### config.mk
export PLATFORM = sky130hd
export DESIGN_NAME = adc_i2c_command_sequencer
export DESIGN_NICKNAME = d
export VERILOG_FILES = /design/src/logic/adc_i2c_command_sequencer.v /design/src/logic/next_channel_pick.v
export VERILOG_INCLUDE_DIRS = /design/src /design/src/logic
export SDC_FILE = /design/constraint.sdc
export NUM_CORES = 1
export LEC_CHECK = 0
export BUFFER_PORTS_ARGS = -buffer_cell sky130_fd_sc_hd__clkbuf_2
export CAP_MARGIN = 10
export CORE_MARGIN = 2
export CORE_UTILIZATION = 60
export DETAILED_ROUTE_END_ITERATION = 16
export GPL_ROUTABILITY_DRIVEN = 0
export PLACE_DENSITY = 0.81
export SLEW_MARGIN = 20
export SYNTH_ARGS = -nofsm -noshare
export SYNTH_HDL_FRONTEND = slang
export SYNTH_SLANG_ARGS = --single-unit
### constraint.sdc
create_clock -name clk -period 4.2 [get_ports clk]
set_clock_uncertainty 0.05 [all_clocks]
set_input_delay 0.84 -clock clk [delete_from_list [all_inputs] [get_ports clk]]
set_output_delay 0.84 -clock clk [all_outputs]
set_load 0.03 [all_outputs]
### src/logic/adc_seq_map.vh
// Purpose: Named constants for the ADC command sequencer.
// Assumes: Included by bare name from the design files.
// Notes: Holds definitions only.
`ifndef ADC_SEQ_MAP_VH
`define ADC_SEQ_MAP_VH
`define OP_RD_SINGLE 8'h10
`define OP_WR_SINGLE 8'h08
`define OP_SET_BITS 8'h18
`define OP_CLR_BITS 8'h20
`define OP_RD_BLOCK 8'h30
`define OP_WR_BLOCK 8'h28
`define GC_ADDR 7'h00
`define GC_RESET 8'h06
`define HS_CODE_MASK 8'hf9
`define HS_CODE_VAL 8'h09
`define REG_STATUS 8'h00
`define REG_GENERAL 8'h01
`define REG_OPMODE 8'h04
`define REG_SEQ_CFG 8'h10
`define REG_CHAN_SEL 8'h11
`define REG_SEQ_EN 8'h12
`define REG_LAST 8'h12
`define STATUS_RSVD_BIT 3'd7
`define STATUS_SEQ_BIT 3'd6
`define STATUS_HS_BIT 3'd5
`define STATUS_BOR_BIT 3'd0
`define GENERAL_RST_BIT 3'd0
`define SEQ_RUN_BIT 3'd4
`define MODE_LSB 3'd0
`define MODE_MANUAL 2'h0
`define MODE_AUTO 2'h1
`define ADDR_BASE 7'h10
`define ADDR_BITS 3
`define FRAME_BYTES 2'h2
`define FRAME_CNT_MAX 2'h3
`define PTR_MAX 8'hff
`define STATUS_RST 8'h81
`endif

### src/logic/adc_i2c_command_sequencer.v
// Purpose: I2C target command interpreter and conversion sequencer.
// Assumes: Byte-level I2C front end; events are one-cycle pulses.
// Notes: Pins are taken as synchronous to clk.
//
// What this block does
// - At power-up latch target address from strap and set brownout flag.
// - Reset on general call 00h then 06h, reset bit, or power cycle.
// - Manual mode takes channel from register; host starts conversions.
// - Start conversion on ack edge of last output data byte.
// - Auto mode steps to next enabled channel, ascending, after conversion.
// - Run bit one enables sequencing; zero stops channel selection.
// - Opcode 10h single read, 30h block read.
// - Opcode 08h single write, 28h block write.
// - Single read: three-frame address command, then read frame returns data.
// - Single read repeats same register for extra bytes.
// - Block read returns next register per further byte.
// - Unimplemented or past-end addresses read as zero.
// - Set-bit opcode 18h sets bits where mask is one.
// - Clear-bit opcode 20h clears bits where mask is one.
// - Block write bytes to unimplemented addresses have no effect.
// - Block write bytes past address space are discarded.
// - Power up in manual mode; mode changes only by register write or reset.
// - Mode field 00b manual, 01b auto-sequence.
// - Acknowledge general call address 00h.
// - High-speed master code sets flag until stop condition.
`timescale 1ns/1ps
`default_nettype none
`include "adc_seq_map.vh"
module adc_i2c_command_sequencer (
    input wire clk,
    input wire rst_n,
    input wire [2:0] addr_strap,
    input wire bus_start,
    input wire bus_stop,
    input wire addr_valid,
    input wire [7:0] addr_byte,
    input wire rx_valid,
    input wire [7:0] rx_byte,
    input wire tx_ack_edge,
    input wire conv_done,
    output reg addr_ack,
    output reg [7:0] tx_byte,
    output reg [6:0] target_addr,
    output reg conv_start,
    output reg [2:0] mux_channel,
    output reg [7:0] status_reg,
    output reg high_speed,
    output reg sequencer_active
);
    // Command phases.
    localparam PH_IDLE = 2'h0;
    localparam PH_OPCODE = 2'h1;
    localparam PH_ADDR = 2'h2;
    localparam PH_DATA = 2'h3;

    // Frame tracking, command and configuration state.
    reg [1:0] phase;
    reg [7:0] opcode;
    reg [7:0] ptr;
    reg rd_single;
    reg gc_frame;
    reg addressed_rd;
    reg addr_known;
    reg [1:0] frame_cnt;
    reg soft_rst;
    reg brownout_reset_flag;
    reg [7:0] general_cfg;
    reg [1:0] conversion_mode_select;
    reg sequencer_run_bit;
    reg [2:0] manual_channel_select;
    reg [7:0] sequence_channel_enables;
    wire [2:0] seq_next;

    // Read mux; unmapped addresses read zero.
    function [7:0] reg_read;
        input [7:0] a;
        begin
            if (a == `REG_STATUS) begin
                reg_read = status_reg;
            end else if (a == `REG_GENERAL) begin
                reg_read = general_cfg;
            end else if (a == `REG_OPMODE) begin
                reg_read = {6'h00, conversion_mode_select};
            end else if (a == `REG_SEQ_CFG) begin
                reg_read = {3'h0, sequencer_run_bit, 4'h0};
            end else if (a == `REG_CHAN_SEL) begin
                reg_read = {5'h00, manual_channel_select};
            end else if (a == `REG_SEQ_EN) begin
                reg_read = sequence_channel_enables;
            end else begin
                // Gaps and addresses past the last register.
                reg_read = 8'h00;
            end
        end
    endfunction

    // Ascending search for the next enabled channel, with wrap.
    next_channel_pick u_pick (
        .current(mux_channel),
        .enables(sequence_channel_enables),
        .next_chan(seq_next)
    );

    // Opcode and mode decodes shared by the processes below.
    wire auto_mode = (conversion_mode_select == `MODE_AUTO);
    wire [7:0] cur_val = reg_read(ptr);
    wire is_write_op = (opcode == `OP_WR_SINGLE) ||
        (opcode == `OP_WR_BLOCK) || (opcode == `OP_SET_BITS) ||
        (opcode == `OP_CLR_BITS);
    wire is_block = (opcode == `OP_WR_BLOCK);
    wire data_wr = rx_valid && (phase == PH_DATA) && !gc_frame &&
        is_write_op;
    // Set and clear compose the new value from the mask.
    wire [7:0] wr_val = (opcode == `OP_SET_BITS) ? (cur_val | rx_byte) :
        (opcode == `OP_CLR_BITS) ? (cur_val & ~rx_byte) : rx_byte;
    // Write-one-to-clear bits see the mask byte, or zero for a clear-bit opcode,
    // so a set or clear aimed at other status bits leaves the brownout flag alone.
    wire [7:0] w1c_val = (opcode == `OP_CLR_BITS) ? 8'h00 : rx_byte;
    // Only the reset byte inside a general call frame acts.
    wire gc_reset = rx_valid && gc_frame && (rx_byte == `GC_RESET);
    // The mask accepts each of the four high-speed master codes.
    wire hs_code = addr_valid &&
        ((addr_byte & `HS_CODE_MASK) == `HS_CODE_VAL);

    // Address match, general call and frame phase tracking.
    always @(posedge clk or negedge rst_n) begin
        if (!rst_n) begin
            phase <= PH_IDLE;
            opcode <= 8'h00;
            ptr <= 8'h00;
            rd_single <= 1'b0;
            gc_frame <= 1'b0;
            addressed_rd <= 1'b0;
            addr_ack <= 1'b0;
            high_speed <= 1'b0;
            tx_byte <= 8'h00;
        end else begin
            addr_ack <= 1'b0;
            // A stop closes the frame and drops high speed.
            if (bus_stop) begin
                phase <= PH_IDLE;
                gc_frame <= 1'b0;
                addressed_rd <= 1'b0;
                high_speed <= 1'b0;
            end else if (hs_code) begin
                high_speed <= 1'b1;
            end else if (addr_valid) begin
                if (addr_byte[7:1] == `GC_ADDR && !addr_byte[0]) begin
                    addr_ack <= 1'b1;
                    gc_frame <= 1'b1;
                    phase <= PH_DATA;
                end else if (addr_byte[7:1] == target_addr) begin
                    addr_ack <= 1'b1;
                    gc_frame <= 1'b0;
                    addressed_rd <= addr_byte[0];
                    phase <= addr_byte[0] ? PH_IDLE : PH_OPCODE;
                    tx_byte <= cur_val;
                end else begin
                    phase <= PH_IDLE;
                    addressed_rd <= 1'b0;
                end
            end else if (bus_start) begin
                // A repeated start waits for its address byte.
                phase <= PH_IDLE;
            end else if (rx_valid && !gc_frame) begin
                if (phase == PH_OPCODE) begin
                    opcode <= rx_byte;
                    rd_single <= (rx_byte == `OP_RD_SINGLE);
                    phase <= PH_ADDR;
                end else if (phase == PH_ADDR) begin
                    ptr <= rx_byte;
                    phase <= PH_DATA;
                end else if (phase == PH_DATA && is_write_op) begin
                    // On writes the pointer parks at the top, so it does not wrap here.
                    // pointer steps per byte
                    if (is_block && ptr != `PTR_MAX) begin
                        ptr <= ptr + 8'h01;
                    end
                end
            end else if (tx_ack_edge && addressed_rd) begin
                // The byte for the following clocks is staged here.
                // single read repeats data
                if (!rd_single) begin
                    tx_byte <= reg_read(ptr + 8'h01);
                    ptr <= ptr + 8'h01;
                end else begin
                    tx_byte <= cur_val;
                end
            end
        end
    end

    // Configuration registers and reset sources.
    // A soft reset lands one cycle after its request, so the frame
    // that carried it still completes cleanly.
    always @(posedge clk or negedge rst_n) begin
        if (!rst_n) begin
            brownout_reset_flag <= 1'b1;
            conversion_mode_select <= `MODE_MANUAL;
            general_cfg <= 8'h00;
            sequencer_run_bit <= 1'b0;
            manual_channel_select <= 3'h0;
            sequence_channel_enables <= 8'h00;
            soft_rst <= 1'b0;
        end else if (soft_rst) begin
            brownout_reset_flag <= 1'b1;
            conversion_mode_select <= `MODE_MANUAL;
            general_cfg <= 8'h00;
            sequencer_run_bit <= 1'b0;
            manual_channel_select <= 3'h0;
            sequence_channel_enables <= 8'h00;
            soft_rst <= 1'b0;
        end else begin
            if (gc_reset) begin
                soft_rst <= 1'b1;
            end
            if (data_wr && (is_block || frame_cnt == 2'h0)) begin
                if (ptr == `REG_STATUS) begin
                    // The brownout flag clears only on a written one.
                    if (w1c_val[`STATUS_BOR_BIT] == 1'b1) begin
                        brownout_reset_flag <= 1'b0;
                    end
                end else if (ptr == `REG_GENERAL) begin
                    general_cfg <= wr_val;
                    if (wr_val[`GENERAL_RST_BIT]) begin
                        soft_rst <= 1'b1;
                    end
                end else if (ptr == `REG_OPMODE) begin
                    conversion_mode_select <= wr_val[1:0];
                end else if (ptr == `REG_SEQ_CFG) begin
                    sequencer_run_bit <= wr_val[`SEQ_RUN_BIT];
                end else if (ptr == `REG_CHAN_SEL) begin
                    manual_channel_select <= wr_val[2:0];
                end else if (ptr == `REG_SEQ_EN) begin
                    sequence_channel_enables <= wr_val;
                end
            end
        end
    end

    // Counts data bytes of one write command for single-byte forms.
    // It saturates, so later bytes of a single write are never stored.
    always @(posedge clk or negedge rst_n) begin
        if (!rst_n) begin
            frame_cnt <= 2'h0;
        end else if (bus_start || bus_stop || addr_valid) begin
            frame_cnt <= 2'h0;
        end else if (data_wr && frame_cnt != `FRAME_CNT_MAX) begin
            frame_cnt <= frame_cnt + 2'h1;
        end
    end

    // Latches the strapped address once after reset release.
    // Later changes on the strap pin are ignored until the next reset.
    always @(posedge clk or negedge rst_n) begin
        if (!rst_n) begin
            addr_known <= 1'b0;
            target_addr <= `ADDR_BASE;
        end else if (!addr_known) begin
            addr_known <= 1'b1;
            target_addr <= `ADDR_BASE | {4'h0, addr_strap};
        end
    end

    // Conversion start and channel multiplexer control.
    // Register reads keep their opcode, so their bytes are never
    // counted as a conversion frame.
    reg [1:0] byte_cnt;
    always @(posedge clk or negedge rst_n) begin
        if (!rst_n) begin
            conv_start <= 1'b0;
            mux_channel <= 3'h0;
            sequencer_active <= 1'b0;
            byte_cnt <= 2'h0;
        end else begin
            conv_start <= 1'b0;
            sequencer_active <= auto_mode && sequencer_run_bit;
            if (addr_valid && addr_byte[7:1] == target_addr) begin
                byte_cnt <= 2'h0;
                if (addr_byte[0] && !(opcode == `OP_RD_SINGLE ||
                    opcode == `OP_RD_BLOCK) && !auto_mode) begin
                    mux_channel <= manual_channel_select;
                end
            end else if (tx_ack_edge && addressed_rd &&
                opcode != `OP_RD_SINGLE && opcode != `OP_RD_BLOCK) begin
                if (byte_cnt == `FRAME_BYTES - 2'h1) begin
                    byte_cnt <= 2'h0;
                    conv_start <= 1'b1;
                end else begin
                    byte_cnt <= byte_cnt + 2'h1;
                end
            end
            // Manual mode follows the channel register on every clock.
            if (!auto_mode) begin
                mux_channel <= manual_channel_select;
            end else if (conv_done && sequencer_run_bit) begin
                mux_channel <= seq_next;
            end
        end
    end

    // Status byte assembled from live state.
    // Status reads therefore lag the live state by one clock.
    always @(posedge clk or negedge rst_n) begin
        if (!rst_n) begin
            status_reg <= `STATUS_RST;
        end else begin
            status_reg <= 8'h00;
            status_reg[`STATUS_RSVD_BIT] <= 1'b1;
            status_reg[`STATUS_SEQ_BIT] <= auto_mode && sequencer_run_bit;
            status_reg[`STATUS_HS_BIT] <= high_speed;
            status_reg[`STATUS_BOR_BIT] <= brownout_reset_flag;
        end
    end
endmodule
`default_nettype wire

### src/logic/next_channel_pick.v
// Purpose: Picks the next enabled channel above the current one.
// Assumes: Eight channels; search wraps to channel zero.
// Notes: Purely combinational.
`timescale 1ns/1ps
`default_nettype none
module next_channel_pick (
    input wire [2:0] current,
    input wire [7:0] enables,
    output reg [2:0] next_chan
);
    integer i;
    reg [2:0] idx;
    reg found;

    // Scan ascending from current plus one, wrapping around.
    always @* begin
        next_chan = current;
        found = 1'b0;
        idx = 3'h0;
        for (i = 1; i <= 8; i = i + 1) begin
            idx = current + i[2:0];
            if (!found && enables[idx]) begin
                next_chan = idx;
                found = 1'b1;
            end
        end
    end
endmodule
`default_nettype wire

==> impl_metrics.ini <==
[critical_path]
crit_required_ns = 4.45
cp_cell_sequence = clkinv_1 > ha_1 > mux2_2 > mux4_2 > nand2b_1 > or2_1 > a21o_1 > a41oi_2 > mux2_1
cpMaxStageDelayCell = ha_1
critPathCapture = mux_channel[1]
path_class = reg2reg
startpoint_type = register
cp-end-kind = register
startpoint = mux_channel[1]
rrSetupSlack_ns = 0.62
max_stage_delay_ns = 0.64
reg2regPathDepth = 9
cp.arrival_ns = 3.83
path_max_fanout = 10
r2r_start = mux_channel[1]
r2r-end = mux_channel[1]

[cts]
postCtsResizedCells = 0
clock_latency_ns = 0.37
cts_setup_buffers = 0
tritoncts = done
cts-root-buf = clkbuf_8
clock_sinks = 70
cts_max_path_buffers = 2
cts_max_level = 3
path_clk_slew_ns = 0.08
cts_buffers = 9
cts_hold_buffers = 0

[global_route]
overflow = 0
antenna_found_initial = 0
grtUsageTotal = 0.320
grt_pass1_wl_um = 22500
grt_max_degree = 45
first_global_vias = 4595

[drt]
dr.pass1.iters = 7
drt_iter0_drc = 681
finalWirelength_um = 14000
ant_nets = 0
wl_per_cell_um = 19.5
drc = 0
via_count = 4850
drt-vias-per-instance = 6.75

[yosys]
yosysWarnings = 0
yosysSeqAreaShare = 0.345
netlist_area_sq_um = 5090
async_flop_share = 1.00
syn_inst = 578
synth_top_area_frac = 0.335
synth-edff-count = 0
synth_top_area_cell = dfrtp_1
synthTopCellsByArea = dfrtp_1 (33%), nand2_1 (4.9%), mux2_2 (4.6%)
synthFlopType = dfrtp_1
syn_area_per_cell_sq_um = 8.80
synth_seq_cells = 70
synth.distinct_cells = 76
synth_common_cells = dfrtp_1 (68), nand2_1 (67), nor2_1 (41)
yosysMostFrequentCell = dfrtp_1

[power_and_ir_drop]
sw_frac_of_total = 0.322
powerDensity_nw_per_um2 = 291
internal_power_uw = 1080
power.leakage_uw = 0.00241
p_sw_uw = 514
sequentialPowerShare = 0.467
finalPower_uw = 1600
p_comb_frac = 0.181
ir_drop_mv = 0.195
p_clk_frac = 0.352

[floorplan]
dieWidth_um = 96.1
core.rowCount = 33
dieArea_sq_um = 9230
ios = 57
core_sq_um = 8220
start_util = 0.619
dieHeight_um = 96.1

[place]
place_hpwl_um = 10300
place_ws_ns = 0.696
portBuffers = 47

[timing]
max_freq_mhz = 280
post-route-period-util = 0.851
rsz0062_at_grt = no
drv_slew = 0
setup_tns_ns = 0
finalWorstSetupSlack_ns = 0.625
setup_violations = 0
relSlewSlack = 0.513
final_hold_viol_count = 0
fin_crit_ns = 3.58
worst_pin_slew_ns = 0.724

[layout]
multi_input_area_sq_um = 3070
fillers = 672
n_antenna_cell = 0
seqCellArea_sq_um = 1750
syn_to_final_growth_pct = 8.09
layout-drive-gt1-share = 0.191
fin_nets = 645

[worst_hold_path]
hp-class = reg2reg

[job]
maxCapViolCount = 0

[run_status]
status = finished clean
==> through the flow <==
stage | std cells | instance area (sq um) | hold slack, ns | util
after detailed placement | 703 | 5300 | 0.309 | 0.645
after global placement | 703 | 5300 | 0.304 | 0.645
after floorplan | 586 | 5120 | 0.302 | -
after CTS | 719 | 5500 | 0.317 | 0.669
after global routing | 719 | 5500 | 0.324 | 0.669
final | 719 | 5500 | 0.314 | 0.669
==> cells in the final DEF (no fill, tap or decap), types with 5 or more instances in the layout <==
cell      instances
clkbuf_8          9
mux4_2            9
nand2b_1          7
clkbuf_2         46
nand4_1           8
a21o_1            8
or3_1             7
ha_1              9
and3_1            5
inv_1            17
nor2_1           41
and2_1            6
xnor2_1           5
o31ai_1           6
buf_4             5
o21ai_0          34
a22o_1           13
a31oi_1          10
mux2i_1           6
dfrtp_1          68
mux2_2           21
conb_1           10
a21oi_1          38
nor3_1           16
nor2b_1           8
o22ai_1           8
nand3_1          23
a22oi_1          10
nand2_1          67
==> cell type report <==
| cell class | instances | area share |
|---|---|---|
| multi-input combinational | 457 | 0.558 |
| sequential | 70 | 0.319 |
| timing repair buffer | 52 | 0.0496 |
| tap | 105 | 0.0239 |
| clock buffer | 10 | 0.0232 |
| clock inverter | 6 | 0.0130 |
| inverter | 19 | 0.0130 |
==> how the worst min path moves through the flow <==
stage | startpoint | depth (start not counted) | slack [ns] | to
6_report | brownout_reset_flag | 0 | 0.31 | status_reg[0]
5_1_grt | brownout_reset_flag | 0 | 0.32 | status_reg[0]
4_1_cts | brownout_reset_flag | 0 | 0.32 | status_reg[0]
3_5_place_dp | brownout_reset_flag | 0 | 0.31 | status_reg[0]
3_3_place_gp | brownout_reset_flag | 0 | 0.30 | status_reg[0]
2_1_floorplan | brownout_reset_flag | 0 | 0.30 | status_reg[0]
==> layer usage <==
metal	wire (um)	vias up	GRT usage	part of all wire
li1	-	2182	-	-
met5	0	-	0	0
met1	5660	2288	0.418	0.40
met2	6510	316	0.520	0.46
met3	1330	64	0.0689	0.095
met4	508	0	0.125	0.036
==> critical path, delay by kind of cell (launching register included) <==
| family | cells | cell delay (ns) |
|---|---|---|
| AO/OA/AOI/OAI | 2 | 0.35 |
| multiplexers | 3 | 1.13 |
| AND/OR/NAND/NOR | 2 | 0.46 |
| buffers and inverters | 1 | 0.31 |
| adder cells (fa/ha/maj) | 1 | 0.64 |
| flip-flops | 1 | 0.58 |
==> cell families (layout without fill, tap and decap cells) <==
kind of cell / count (synthesis) / after routing / share of synthesized area
AO/OA/AOI/OAI: 172 / 172 / 0.225
XOR/XNOR: 10 / 10 / 0.0187
adder cells (fa/ha/maj): 9 / 9 / 0.0221
buffers and inverters: 59 / 87 / 0.0576
flip-flops: 70 / 70 / 0.345
multiplexers: 40 / 40 / 0.112
other: 2 / 10 / 0.00148
AND/OR/NAND/NOR: 216 / 216 / 0.218
==> power groups by stage <==
stage	Combinational [uW]	Clock, uW	Sequential [uW]
2_1_floorplan	204	0	751
3_3_place_gp	274	0	755
3_5_place_dp	283	0	758
4_1_cts	284	563	744
5_1_grt	318	593	750
6_report	289	563	746
No activity file was read; power rests on OpenSTA's default activity.
